### src/rtl/angle_status_pkg.sv
package angle_status_pkg;

   // Command codes
   localparam logic [7:0] cmd_multi_turn   = 8'h92;
   localparam logic [7:0] cmd_single_turn  = 8'h94;
   localparam logic [7:0] cmd_status_one   = 8'h9a;

   // Link framing
   localparam logic [10:0] can_reply_offset = 11'h100;
   localparam logic [10:0] can_request_base = 11'h140;
   localparam logic [7:0]  frame_header     = 8'h3e;
   localparam logic [7:0]  frame_length     = 8'h08;
   localparam logic [15:0] crc_init         = 16'hffff;
   localparam logic [15:0] crc_poly_rev     = 16'ha001;

   // Single-turn range
   localparam logic [15:0] single_turn_max  = 16'h8c9f;

   // Fault bit positions
   localparam int fault_stall_pos      = 1;
   localparam int fault_undervolt_pos  = 2;
   localparam int fault_overvolt_pos   = 3;
   localparam int fault_overcur_pos    = 4;
   localparam int fault_power_pos      = 6;
   localparam int fault_calwrite_pos   = 7;
   localparam int fault_overspeed_pos  = 8;
   localparam int fault_overtemp_pos   = 12;
   localparam int fault_enccal_pos     = 13;
   localparam int fault_count          = 9;
   localparam int fault_pos_table [fault_count] = '{1, 2, 3, 4, 6, 7, 8, 12, 13};

   // APB register byte offsets
   localparam logic [7:0] reg_status_off   = 8'h00;
   localparam logic [7:0] reg_mask_off     = 8'h04;
   localparam logic [7:0] reg_control_off  = 8'h08;
   localparam logic [7:0] reg_count_off    = 8'h0c;
   localparam logic [7:0] reg_fault_off    = 8'h10;

   // Reset values
   localparam logic [2:0]  status_reset    = 3'h0;
   localparam logic [2:0]  mask_reset      = 3'h0;
   localparam logic [7:0]  control_reset   = 8'h01;
   localparam logic [15:0] count_reset     = 16'h0000;

   // Status bit positions
   localparam int ev_reply_pos    = 0;
   localparam int ev_unknown_pos  = 1;
   localparam int ev_fault_pos    = 2;

   typedef enum logic [1:0] {
      st_idle  = 2'b00,
      st_build = 2'b01,
      st_crc   = 2'b10,
      st_out   = 2'b11
   } reply_state_type;

endpackage

### src/rtl/crc16_step.sv
module crc16_step
   import angle_status_pkg::*;
(
   // Running value and new byte
   input  wire logic [15:0] crc_in,
   input  wire logic [7:0]  data_in,
   // Updated value
   output logic      [15:0] crc_out
);

   logic [15:0] stage [9];

   assign stage[0] = crc_in ^ {8'h00, data_in};

   // Reflected polynomial, one bit per stage
   genvar i;
   generate
      for (i = 0; i < 8; i++) begin : g_bit
         assign stage[i+1] = stage[i][0] ? ((stage[i] >> 1) ^ crc_poly_rev) : (stage[i] >> 1);
      end
   endgenerate

   assign crc_out = stage[8];

endmodule // crc16_step

### src/rtl/motor_angle_status_replier.sv
// Implementation choices: the address map and the APB slave port.
module motor_angle_status_replier
   import angle_status_pkg::*;
(
   // Clock and reset
   input  wire logic        pclk,
   input  wire logic        presetn,
   // APB slave
   input  wire logic        psel,
   input  wire logic        penable,
   input  wire logic        pwrite,
   input  wire logic [7:0]  paddr,
   input  wire logic [31:0] pwdata,
   output logic      [31:0] prdata,
   output logic             pready,
   output logic             pslverr,
   output logic             irq,
   // Request from link receiver
   input  wire logic        req_valid,
   input  wire logic [10:0] req_can_id,
   input  wire logic [7:0]  req_data [8],
   // Motor measurements
   input  wire logic [31:0] multi_turn_angle,
   input  wire logic [15:0] single_turn_angle,
   input  wire logic [7:0]  motor_temp,
   input  wire logic [7:0]  mos_temp,
   input  wire logic        brake_command_state,
   input  wire logic [15:0] supply_voltage,
   input  wire logic [fault_count-1:0] fault_flags,
   // Reply frame
   output logic             reply_valid,
   output logic [10:0]      reply_can_id,
   output logic [7:0]       reply_data [8],
   output logic [7:0]       reply_header,
   output logic [7:0]       reply_motor_id,
   output logic [7:0]       reply_length,
   output logic [7:0]       reply_crc_low,
   output logic [7:0]       reply_crc_high
);

   ////////////////////////////////////////////////////////////////////////////
   // Registers

   reply_state_type state_reg, state_next;
   logic [7:0]  data_reg [8];
   logic [7:0]  cmd_reg;
   logic [10:0] id_reg;
   logic [3:0]  crc_idx_reg;
   logic [15:0] crc_reg;
   logic [2:0]  status_reg;
   logic [2:0]  mask_reg;
   logic [7:0]  control_reg;
   logic [15:0] count_reg;
   logic [31:0] prdata_reg;
   logic        irq_reg;
   logic        valid_reg;
   logic        pready_reg;

   ////////////////////////////////////////////////////////////////////////////
   // Fault word assembly

   logic [15:0] fault_word;

   // Each flag lands on its own bit, so faults superimpose
   genvar f;
   generate
      for (f = 0; f < 16; f++) begin : g_fault
         if (f == fault_stall_pos) begin : g_s
            assign fault_word[f] = fault_flags[0];
         end else if (f == fault_undervolt_pos) begin : g_u
            assign fault_word[f] = fault_flags[1];
         end else if (f == fault_overvolt_pos) begin : g_o
            assign fault_word[f] = fault_flags[2];
         end else if (f == fault_overcur_pos) begin : g_c
            assign fault_word[f] = fault_flags[3];
         end else if (f == fault_power_pos) begin : g_p
            assign fault_word[f] = fault_flags[4];
         end else if (f == fault_calwrite_pos) begin : g_w
            assign fault_word[f] = fault_flags[5];
         end else if (f == fault_overspeed_pos) begin : g_v
            assign fault_word[f] = fault_flags[6];
         end else if (f == fault_overtemp_pos) begin : g_t
            assign fault_word[f] = fault_flags[7];
         end else if (f == fault_enccal_pos) begin : g_e
            assign fault_word[f] = fault_flags[8];
         end else begin : g_z
            assign fault_word[f] = 1'b0;
         end
      end
   endgenerate

   ////////////////////////////////////////////////////////////////////////////
   // Request decode

   wire         enable_bit   = control_reg[0];
   wire         strict_bit   = control_reg[1];
   wire [7:0]   cmd          = req_data[0];
   wire         tail_zero    = (req_data[1] | req_data[2] | req_data[3] | req_data[4] |
                                req_data[5] | req_data[6] | req_data[7]) == 8'h00;
   wire         known_cmd    = (cmd == cmd_multi_turn) || (cmd == cmd_single_turn) ||
                               (cmd == cmd_status_one);
   wire         accept       = req_valid && enable_bit && (state_reg == st_idle) &&
                               known_cmd && (tail_zero || !strict_bit);
   wire         reject       = req_valid && enable_bit && (state_reg == st_idle) && !accept;
   // Out-of-range single-turn input is wrapped so the reply stays in range
   wire [15:0]  single_wrap  = (single_turn_angle > single_turn_max) ?
                               16'(single_turn_angle - (single_turn_max + 16'h0001)) :
                               single_turn_angle;
   wire [31:0]  multi_signed = $signed(multi_turn_angle);

   logic [7:0] build [8];
   always_comb begin
      for (int k = 0; k < 8; k++) begin
         build[k] = 8'h00;
      end
      build[0] = cmd_reg;
      case (cmd_reg)
         cmd_multi_turn: begin
            build[4] = multi_signed[7:0];
            build[5] = multi_signed[15:8];
            build[6] = multi_signed[23:16];
            build[7] = multi_signed[31:24];
         end
         cmd_single_turn: begin
            build[6] = single_wrap[7:0];
            build[7] = single_wrap[15:8];
         end
         cmd_status_one: begin
            build[1] = motor_temp;
            build[2] = mos_temp;
            build[3] = {7'h00, brake_command_state};
            build[4] = supply_voltage[7:0];
            build[5] = supply_voltage[15:8];
            build[6] = fault_word[7:0];
            build[7] = fault_word[15:8];
         end
         default: begin
         end
      endcase
   end

   ////////////////////////////////////////////////////////////////////////////
   // CRC over header, ID, length and data

   wire [7:0]  motor_id   = control_reg[7:0] == 8'h00 ? 8'h00 : 8'(id_reg - can_request_base);
   logic [7:0] crc_byte;
   logic [15:0] crc_step;

   always_comb begin
      case (crc_idx_reg)
         4'h0: crc_byte = frame_header;
         4'h1: crc_byte = motor_id;
         4'h2: crc_byte = frame_length;
         default: crc_byte = data_reg[3'(crc_idx_reg - 4'h3)];
      endcase
   end

   crc16_step u_crc (
      .crc_in  (crc_reg),
      .data_in (crc_byte),
      .crc_out (crc_step)
   );

   ////////////////////////////////////////////////////////////////////////////
   // Reply sequencer

   wire crc_last = (crc_idx_reg == 4'ha);

   always_comb begin
      case (state_reg)
         st_idle:  state_next = accept ? st_build : st_idle;
         st_build: state_next = st_crc;
         st_crc:   state_next = crc_last ? st_out : st_crc;
         st_out:   state_next = st_idle;
         default:  state_next = st_idle;
      endcase
   end

   always_ff @(posedge pclk or negedge presetn) begin
      if (!presetn) begin
         state_reg   <= st_idle;
         cmd_reg     <= 8'h00;
         id_reg      <= 11'h000;
         crc_idx_reg <= 4'h0;
         crc_reg     <= crc_init;
         valid_reg   <= 1'b0;
         for (int k = 0; k < 8; k++) data_reg[k] <= 8'h00;
      end else begin
         state_reg <= state_next;
         valid_reg <= (state_reg == st_out);
         if (accept) begin
            cmd_reg <= cmd;
            id_reg  <= req_can_id;
         end
         if (state_reg == st_build) begin
            data_reg    <= build;
            crc_idx_reg <= 4'h0;
            crc_reg     <= crc_init;
         end
         if (state_reg == st_crc) begin
            crc_reg     <= crc_step;
            crc_idx_reg <= crc_idx_reg + 4'h1;
         end
      end
   end

   // Outputs held until the next reply replaces them
   always_ff @(posedge pclk or negedge presetn) begin
      if (!presetn) begin
         reply_can_id   <= 11'h000;
         reply_header   <= 8'h00;
         reply_motor_id <= 8'h00;
         reply_length   <= 8'h00;
         reply_crc_low  <= 8'h00;
         reply_crc_high <= 8'h00;
         for (int k = 0; k < 8; k++) reply_data[k] <= 8'h00;
      end else if (state_reg == st_out) begin
         reply_can_id   <= 11'(id_reg + can_reply_offset);
         reply_header   <= frame_header;
         reply_motor_id <= motor_id;
         reply_length   <= frame_length;
         reply_crc_low  <= crc_reg[7:0];
         reply_crc_high <= crc_reg[15:8];
         reply_data     <= data_reg;
      end
   end

   assign reply_valid = valid_reg;

   ////////////////////////////////////////////////////////////////////////////
   // APB slave and interrupt

   // One wait state lets read data stand when pready is sampled
   wire       apb_access = psel && penable;
   wire       apb_done   = apb_access && pready_reg;
   wire       apb_wr     = apb_done && pwrite;
   wire       apb_rd     = apb_access && !pwrite && !pready_reg;
   wire       hit_status = paddr == reg_status_off;
   wire       hit_mask   = paddr == reg_mask_off;
   wire       hit_ctrl   = paddr == reg_control_off;
   wire       hit_count  = paddr == reg_count_off;
   wire       hit_fault  = paddr == reg_fault_off;
   wire       mapped     = hit_status | hit_mask | hit_ctrl | hit_count | hit_fault;
   wire [2:0] ev_set     = {|fault_flags, reject, valid_reg};
   wire [2:0] ev_clr     = (apb_wr && hit_status) ? pwdata[2:0] : 3'h0;
   // Set wins over a same-cycle clear
   wire [2:0] status_next = (status_reg & ~ev_clr) | ev_set;
   wire [31:0] read_mux  = hit_status ? {29'h0, status_reg} :
                           hit_mask   ? {29'h0, mask_reg} :
                           hit_ctrl   ? {24'h0, control_reg} :
                           hit_count  ? {16'h0, count_reg} :
                           hit_fault  ? {16'h0, fault_word} : 32'h0;

   always_ff @(posedge pclk or negedge presetn) begin
      if (!presetn) begin
         status_reg  <= status_reset;
         mask_reg    <= mask_reset;
         control_reg <= control_reset;
         count_reg   <= count_reset;
         prdata_reg  <= 32'h0;
         irq_reg     <= 1'b0;
         pready_reg  <= 1'b0;
      end else begin
         status_reg <= status_next;
         irq_reg    <= |(status_next & mask_reg);
         pready_reg <= apb_access && !pready_reg;
         if (apb_wr && hit_mask) mask_reg <= pwdata[2:0];
         if (apb_wr && hit_ctrl) control_reg <= pwdata[7:0];
         if (valid_reg) count_reg <= count_reg + 16'h0001;
         if (apb_rd) prdata_reg <= read_mux;
      end
   end

   // Read data loaded in the first access cycle, ready in the second
   assign prdata  = prdata_reg;
   assign pready  = pready_reg;
   assign pslverr = 1'b0;
   assign irq     = irq_reg;

   if (fault_count != 9) begin : g_count_check
      $error("fault_count must be 9");
   end

endmodule // motor_angle_status_replier

### config.mk
export PLATFORM = sky130hd
export DESIGN_NAME = motor_angle_status_replier
export DESIGN_NICKNAME = d
export VERILOG_FILES = /design/src/rtl/angle_status_pkg.sv /design/src/rtl/crc16_step.sv /design/src/rtl/motor_angle_status_replier.sv
export SDC_FILE = /design/constraint.sdc
export NUM_CORES = 1
export LEC_CHECK = 0
export ABC_AREA = 1
export BUFFER_PORTS_ARGS = -buffer_cell sky130_fd_sc_hd__clkbuf_2
export CAP_MARGIN = 40
export CORE_ASPECT_RATIO = 0.5
export CORE_MARGIN = 1
export CORE_UTILIZATION = 47
export CTS_CLUSTER_DIAMETER = 120
export DETAILED_ROUTE_END_ITERATION = 8
export GPL_ROUTABILITY_DRIVEN = 0
export GPL_TIMING_DRIVEN = 0
export PLACE_DENSITY = 0.76
export SYNTH_ARGS = -nofsm -noshare
export SYNTH_HDL_FRONTEND = slang
export SYNTH_HIERARCHICAL = 1
export SYNTH_SLANG_ARGS = --single-unit
### constraint.sdc
create_clock -name pclk -period 3 [get_ports pclk]
set_input_delay 0.45 -clock pclk [delete_from_list [all_inputs] [get_ports pclk]]
set_output_delay 0.45 -clock pclk [all_outputs]
set_load 0.03 [all_outputs]
==> metrics.csv, run 1 <==
stage,metric,value,unit
clocking,root buf cell,clkbuf_16,
synth,register bit total from synthesis,240,
critical_path,Crit path top cell by count,nand3_2,
final_layout,Post-Layout Cell Count,2205,
critical_path,"Slowest-stage cell, CP",dfrtp_2,
final_layout,synth-to-layout area growth,27.3,%
global_route,initial antenna violation count,0,
synth,Main synth FF type,dfrtp_1,
timing,"Hold Violations, Final",0,
timing,Final WS setup,-0.163,ns
detailed_routing,via count,11400,
synth,cell count after synthesis,1473,
final_layout,"Core Util, Final",62.3,%
pwr,Seq pwr share,41.0,%
final_layout,nets,2076,
timing,Worst Max-Slew Pin Slew,0.694,ns
synth,top cell type by total area after synthesis,dfrtp_1,
synth,ranking of synthesized cells by area,"dfrtp_1, nand2_1, o21ai_0",
detailed_routing,vias per cell,5.19,
critical_path,CP cell instances,"inv_4, buf_8, ha_4, buf_8, a21oi_1, o21ai_1, o21ai_1, o211ai_1, nand3_1, xnor2_2, inv_2, nand3_4, nand3_2, nand3_4, nand3_2, nand3_2, nand3_2, nand2_1, nor2_1, a21oi_1",
critical_path,CP bufs+invs,4,
detailed_routing,total routed wirelength,36.8,mm
pwr,Sw Share,31.6,%
hold_path,worst hold path class,primary input to register,
global_route,first-pass GRT wire length,56.4,mm
timing,Setup Skew,0.0241,ns
critical_path,crit-path max cell delay,0.43,ns
timing,Worst slew margin,53.8,%
clocking,H-tree depth,1,
clocking,CTS tree,yes,
detailed_routing,DR pass1 iterations,6,
global_route,vias in the first global route,10800,
pwr,switching pwr,2.87,mW
synth,Mean Syn Cell Area,8.14,µm²
timing,fin crit period,3.16,ns
synth,Synth Cell Area,12000,µm²
timing,Pins Over Slew Limit,0,
timing,final hold slack,0.117,ns
placement,Setup Slack @ Placement,-0.666,ns
pwr,Max VDD drop,0.433,mV
detailed_routing,WL/cell,16.7,µm
pwr,Lkg Pwr,8.22,nW
clocking,Num CTS Buffers,23,
detailed_routing,Routed Antenna Nets,0,
critical_path,RR Startpoint,crc_idx_reg[0],
synth,Yosys cell types,52,
timing,RSZ-0062 raised after global routing,true,
outcome,outcome,"complete, but fails checks",
hold_path,min-delay src,req_can_id[5],
clocking,worst-case clock buffer depth,3,
synth,top-count cell post-synth,nand2_1,
floorplan,Top Ports,362,
floorplan,initial core utilization,48.9,%
outcome,failing checks,setup timing,
clocking,clk slew on worst S/H paths,0.07,ns
synth,asr flop ratio synth,100,%
pwr,Int Pwr,6.20,mW
pwr,Clk network pwr share,33.6,%
critical_path,"delay-heaviest family, CP",simple AND/OR/NAND/NOR gates,
synth,top cell type's share of synthesized area,46.5,%
floorplan,die outline height,115,µm
timing,fin crit share,105,%
floorplan,Die W,228,µm
critical_path,CP Data Arrival Time,3.62,ns
synth,Post-synth top cells,"nand2_1, dfrtp_1, o21ai_0",
pwr,Logic pwr share,25.3,%
synth,synth warn,6,
critical_path,CP Launch Point,crc_idx_reg[0],
synth,number of synthesized flops with an enable pin,0,
placement,port buffer count,303,
synth,post-synthesis sequential area ratio,50.3,%
placement,placed cell count,2147,
critical_path,crit-path max FO,6,
global_route,largest net degree at the start of global routing,108,
global_route,grt total ovfl,0,
floorplan,die area,26200,µm²
pwr,PD cells,595,nW/µm²
critical_path,CP required,3.46,ns
clocking,TritonCTS sink count,240,
floorplan,Core Box Area,24500,µm²
floorplan,Rows,40,
global_route,GRT Total Usage,27.4,%
clocking,Worst-Skew Late Latency,0.53,ns
critical_path,element type at the critical path end,register,
placement,Final HPWL DP,27.5,mm
critical_path,nature of the critical path startpoint,register,
timing,FMAX,316,MHz
timing,endpoints failing setup,4,
final_layout,ant diodes,0,
flow_run,Max-Cap Viols,0,
detailed_routing,DRT iter0 DRCs,1161,
final_layout,layout cells sized above 1,28.6,%
detailed_routing,Residual DRC,0,
critical_path,critical path class,register to register,
path summary, 6_finish.rpt:
| kind | to | slack, ns | cells past startpoint |
|---|---|---|---|
| max in group asynchronous | crc_reg[6] | 1.33 | 4 |
| worst min register to register | reply_can_id[9] | 0.47 | 2 |
| worst max-delay path | crc_reg[0] | -0.16 | 20 |
| worst max register to register | crc_reg[0] | -0.16 | 20 |
| worst min-delay path | id_reg[5] | 0.12 | 3 |
| min in group asynchronous | irq | 0.39 | 2 |
cell type report:
cell class	count	area, µm²
inverters	131	495
well taps	336	420
plain buffers	101	623
multi-input cells	1034	5210
flip-flops and latches	240	6030
repair buffers	322	1710
fillers	2178	9260
clock buffers	30	642
clock inverters	11	140
through the flow:
step | setup TNS [ns] | cell area (µm²) | total power [mW]
6_report | -0.378 | 15300 | 9.08
3_3_place_gp | -766.09 | 14100 | 5.48
2_1_floorplan | 0 | 12100 | 4.99
3_5_place_dp | -3.82 | 14100 | 5.53
5_1_grt | -0.823 | 15300 | 9.42
4_1_cts | 0 | 15100 | 8.69
what timing repair did:
item,in CTS,in global routing
endpoints found under the hold margin,29,0
setup buffers,10,5
endpoints found under the setup margin,11,6
gates cloned,1,0
gates resized for setup,23,42
pin swaps,11,25
hold buffers,1,0
cell usage in the layout (no fill, tap or decap), types with 13 or more instances in the layout:
cell type	instances
a21oi_1	38
a31oi_1	15
buf_2	14
buf_4	63
clkbuf_1	34
clkbuf_16	23
clkbuf_2	303
conb_1	34
dfrtp_1	222
dfstp_2	17
inv_1	116
nand2_1	485
nand2_2	13
nand3_1	76
nand3_2	13
nor2_1	95
o211ai_1	16
o21ai_0	124
xor2_1	19
cell families (layout without fill, tap and decap cells):
| kind of cell | Yosys count | in the layout | share of synthesized area (%) |
|---|---|---|---|
| XOR/XNOR | 34 | 34 | 2.85 |
| adder cells (fa/ha/maj) | 12 | 12 | 1.25 |
| AND/OR/NAND/NOR | 731 | 731 | 26.0 |
| buffers and inverters | 232 | 595 | 9.05 |
| flip-flops | 240 | 240 | 50.3 |
| AO/OA/AOI/OAI | 218 | 218 | 9.98 |
| other | 1 | 34 | 0.0313 |
| multiplexers | 5 | 5 | 0.595 |
layer usage:
layer  global-route usage, %  routed length, µm  vias up
met1                    38.6              16000     5382
met4                    8.55               1210        0
met3                    3.92               2790       96
met2                    44.3              16800      561
li1                        -                  -     5399
met5                       0                  0        -
power by group through the flow:
| stage | logic, mW | registers (mW) | clock network (mW) |
|---|---|---|---|
| detailed placement | 1.76 | 3.77 | 0 |
| global placement | 1.72 | 3.76 | 0 |
| CTS | 1.89 | 3.71 | 3.08 |
| global route | 2.46 | 3.75 | 3.21 |
| floorplan | 1.04 | 3.95 | 0 |
| finish | 2.30 | 3.72 | 3.05 |
tightest hold or removal path: cells and delay by family:
kind                   cells  cell delay, ns
AND/OR/NAND/NOR            2            0.09
buffers and inverters      1            0.07
Note: power is estimated with default switching activity, not from simulation.
==> inputs of run 2 (changes only) <==
ABC_AREA = 0   (was 1)
SETUP_SLACK_MARGIN = 0.3   (was unset)
==> metrics.csv, run 2 <==
stage,metric,value,unit,change
outcome,outcome,"complete, but fails checks",,
outcome,failing checks,setup timing,,
floorplan,Rows,39,,-2.5%
pwr,switching pwr,2.21,mW,-23%
global_route,first-pass GRT wire length,53.1,mm,-5.9%
pwr,Logic pwr share,18.0,%,-7.3 points
synth,mux cell area share after synthesis,13.8,%,+13 points
final_layout,fillcell total,1811,,-17%
synth,Yosys cell types,70,,+35%
synth,top cell type by total area after synthesis,dfrtp_1,,
clocking,Num CTS Buffers,23,,unchanged
flow_run,Max-Cap Viols,0,,unchanged
floorplan,die area,25100,µm²,-4.4%
timing,Setup Skew,0.0130,ns,-0.0111 ns
synth,register bit total from synthesis,240,,unchanged
placement,port buffer count,300,,-0.99%
pwr,Seq pwr share,43.5,%,+2.5 points
final_layout,nets,1611,,-22%
final_layout,"most common cell after layout, fill and taps aside",clkbuf_2,,
synth,ranking of synthesized cells by area,"dfrtp_1, mux2_2, dfstp_2",,
pwr,Max VDD drop,0.360,mV,-17%
synth,Main synth FF type,dfrtp_1,,
critical_path,crit-path max FO,8,,+2
pwr,Sw Share,26.2,%,-5.4 points
timing,fin crit share,106,%,+0.65 points
timing,"Hold Violations, Final",0,,unchanged
detailed_routing,DR pass1 iterations,5,,-1
global_route,largest net degree at the start of global routing,113,,+4.6%
critical_path,critical path class,register to register,,
critical_path,element type at the critical path end,register,,
timing,Final WS setup,-0.183,ns,-0.0194 ns
synth,Post-Synth Simple-Gate Area,9.24,%,-17 points
synth,Synth Cell Area,11500,µm²,-4.4%
global_route,initial antenna violation count,1,,+1
synth,Mean Syn Cell Area,11.4,µm²,+40%
hold_path,worst hold path class,primary input to register,,
synth,Post-synth top cells,"dfrtp_1, mux2_2, o21ai_0",,
synth,Post-Synth XOR/XNOR Area,3.78,%,+0.93 points
synth,main combinational cell family by area after synthesis,multiplexers,,
synth,cell count after synthesis,1007,,-32%
synth,Compound-Gate Fraction of Synth Area,12.9,%,+2.9 points
global_route,vias in the first global route,9503,,-12%
detailed_routing,vias per cell,5.57,,+7.4%
synth,asr flop ratio synth,100,%,unchanged
final_layout,synth-to-layout area growth,28.7,%,
critical_path,r2r worst-path depth,13,,-35%
timing,fin crit period,3.18,ns,+0.0194 ns
clocking,worst-case clock buffer depth,3,,unchanged
synth,number of synthesized flops with an enable pin,0,,unchanged
pwr,Lkg Pwr,7.21,nW,-12%
critical_path,CP required,3.44,ns,-0.02 ns
detailed_routing,WL/cell,20.0,µm,+20%
timing,RSZ-0062 raised after global routing,true,,
critical_path,RR Startpoint,crc_idx_reg[0],,
clocking,Worst-Skew Late Latency,0.52,ns,about the same
synth,top cell type's share of synthesized area,48.7,%,+2.2 points
floorplan,initial core utilization,49.0,%,+0.14 points
clocking,TritonCTS sink count,240,,unchanged
global_route,GRT Total Usage,27.3,%,-0.067 points
pwr,Clk network pwr share,38.5,%,+4.9 points
clocking,root buf cell,clkbuf_16,,
floorplan,Core Box Area,23400,µm²,-4.7%
critical_path,nature of the critical path startpoint,register,,
timing,TNS Setup,-0.408,ns,-0.0298 ns
clocking,clk slew on worst S/H paths,0.07,ns,about the same
pwr,Int Pwr,6.20,mW,about the same
critical_path,CP Data Arrival Time,3.62,ns,about the same
floorplan,Top Ports,362,,unchanged
synth,post-synthesis sequential area ratio,52.6,%,+2.3 points
timing,endpoints failing setup,3,,-1
synth,top-count cell post-synth,dfrtp_1,,
detailed_routing,Routed Antenna Nets,0,,unchanged
global_route,grt total ovfl,0,,unchanged
hold_path,min-delay src,mos_temp[1],,
synth,synth warn,6,,unchanged
floorplan,die outline height,112,µm,-2.2%
floorplan,Die W,223,µm,-2.2%
detailed_routing,DRT iter0 DRCs,775,,-33%
critical_path,reg2reg end,crc_reg[0],,
clocking,H-tree depth,1,,unchanged
hold_path,"Endpoint, Worst Hold",data_reg[41],,
detailed_routing,total routed wirelength,34.2,mm,-7.1%
pwr,PD cells,570,nW/µm²,-4.2%
synth,Post-Synth Adder-Cell Area,1.31,%,+0.058 points
timing,FMAX,314,MHz,-0.61%
detailed_routing,Residual DRC,0,,unchanged
critical_path,r2r setup slk,-0.18,ns,-0.02 ns
pwr,Design Power,8.41,mW,-7.4%
hold_path,Hold Crit Depth,3,,unchanged
timing,Worst Max-Slew Pin Slew,0.903,ns,+0.210 ns
timing,Pins Over Slew Limit,0,,unchanged
final_layout,"commonest non-fill, non-tap cells in the layout","clkbuf_2, dfrtp_1, mux2_2, nand2_1, o21ai_0",,
final_layout,layout cells sized above 1,41.2,%,+13 points
placement,Final HPWL DP,26.0,mm,-5.3%
clocking,CTS tree,yes,,
detailed_routing,via count,9530,,-17%
timing,Worst slew margin,39.8,%,-14 points
## run 2: changes by cell type in the layout (fill, tap and decap cells not counted), sizes merged, moves of 13 or more
| cell | previous run | this run |
|---|---|---|
| nor4 | 4 | 18 |
| a21oi | 39 | 19 |
| a31oi | 15 | 2 |
| a22oi | 1 | 24 |
| xnor2 | 12 | 27 |
| inv | 131 | 46 |
| nand2 | 508 | 75 |
| mux2 | 5 | 110 |
| o2bb2ai | 0 | 25 |
| nand3 | 95 | 21 |
| o21ai | 133 | 87 |
| nor2 | 99 | 46 |
## run 2: how the worst max path moves through the flow
stage	startpoint	end	slack, ns	cells past startpoint
final	crc_idx_reg[0]	crc_reg[0]	-0.18	13
after global routing	crc_idx_reg[0]	crc_reg[0]	-0.32	16
after CTS	crc_idx_reg[0]	crc_reg[0]	-0.26	14
after detailed placement	crc_idx_reg[0]	crc_reg[0]	-0.62	14
after global placement	presetn	crc_idx_reg[0]	-3.58	1
after floorplan	crc_idx_reg[0]	crc_reg[0]	0.03	14
## run 2: what timing repair did
action,4_1_cts,5_1_grt
endpoints found under the setup margin,11,11
setup buffers,13,6
gates resized for setup,21,23
hold endpoints to repair,37,0
pin swaps,11,12
hold buffers,1,0
## run 2: layout make-up
class	instances	area (µm²)	area share (%)
antenna	1	2.50	0.0170
buffer	96	606	4.10
clock buffer	30	622	4.21
clock inverter	9	204	1.38
inverter	47	189	1.28
multi-input combinational	657	4990	33.8
sequential	240	6030	40.9
tap	307	384	2.60
timing repair buffer	323	1730	11.7
## run 2: cell families (layout without fill, tap and decap cells)
family / Yosys count / after routing
adder cells (fa/ha/maj): 12 / 12
XOR/XNOR: 46 / 46
flip-flops: 240 / 240
multiplexers: 131 / 131
buffers and inverters: 143 / 505
other: 1 / 35
AND/OR/NAND/NOR: 213 / 213
AO/OA/AOI/OAI: 221 / 221
## run 2: metrics by stage
step / util, % / worst slack, ns / hold slack [ns] / area [µm²] / cells
3_3_place_gp: 58.0 / -3.58 / 0.468 / 13500 / 1647
2_1_floorplan: - / 0.0349 / 0.154 / 11700 / 1040
4_1_cts: 62.6 / -0.257 / 0.135 / 14600 / 1703
6_report: 63.1 / -0.183 / 0.145 / 14800 / 1710
3_5_place_dp: 58.3 / -0.619 / 0.399 / 13600 / 1650
5_1_grt: 63.1 / -0.324 / 0.147 / 14800 / 1710
## run 2: worst max-delay path, cell delays in order (launching register included)
cell	delay, ns
dfrtp_2	0.44
buf_12	0.14
clkinv_8	0.04
ha_4	0.26
buf_12	0.13
mux4_2	0.35
o21ai_0	0.24
o21ai_1	0.14
xnor2_2	0.22
xnor2_1	0.17
xor3_2	0.52
xnor3_1	0.19
o21ai_1	0.15
o21ai_1	0.09
## run 2: metal layers
metal	part of all wire [%]	vias to the layer above	global-route usage, %
met5	0	-	0
met1	44	4764	38.5
met4	2.8	0	8.05
li1	-	4329	-
met2	47	363	43.2
met3	6.7	74	5.21
## run 2: power by group through the flow
| stage | clock network, mW | registers, mW | logic (mW) |
|---|---|---|---|
| after floorplan | 0 | 3.85 | 0.716 |
| after global placement | 0 | 3.70 | 1.27 |
| after detailed placement | 0 | 3.71 | 1.32 |
| after CTS | 3.27 | 3.65 | 1.42 |
| after global routing | 3.41 | 3.68 | 1.62 |
| final | 3.24 | 3.66 | 1.51 |
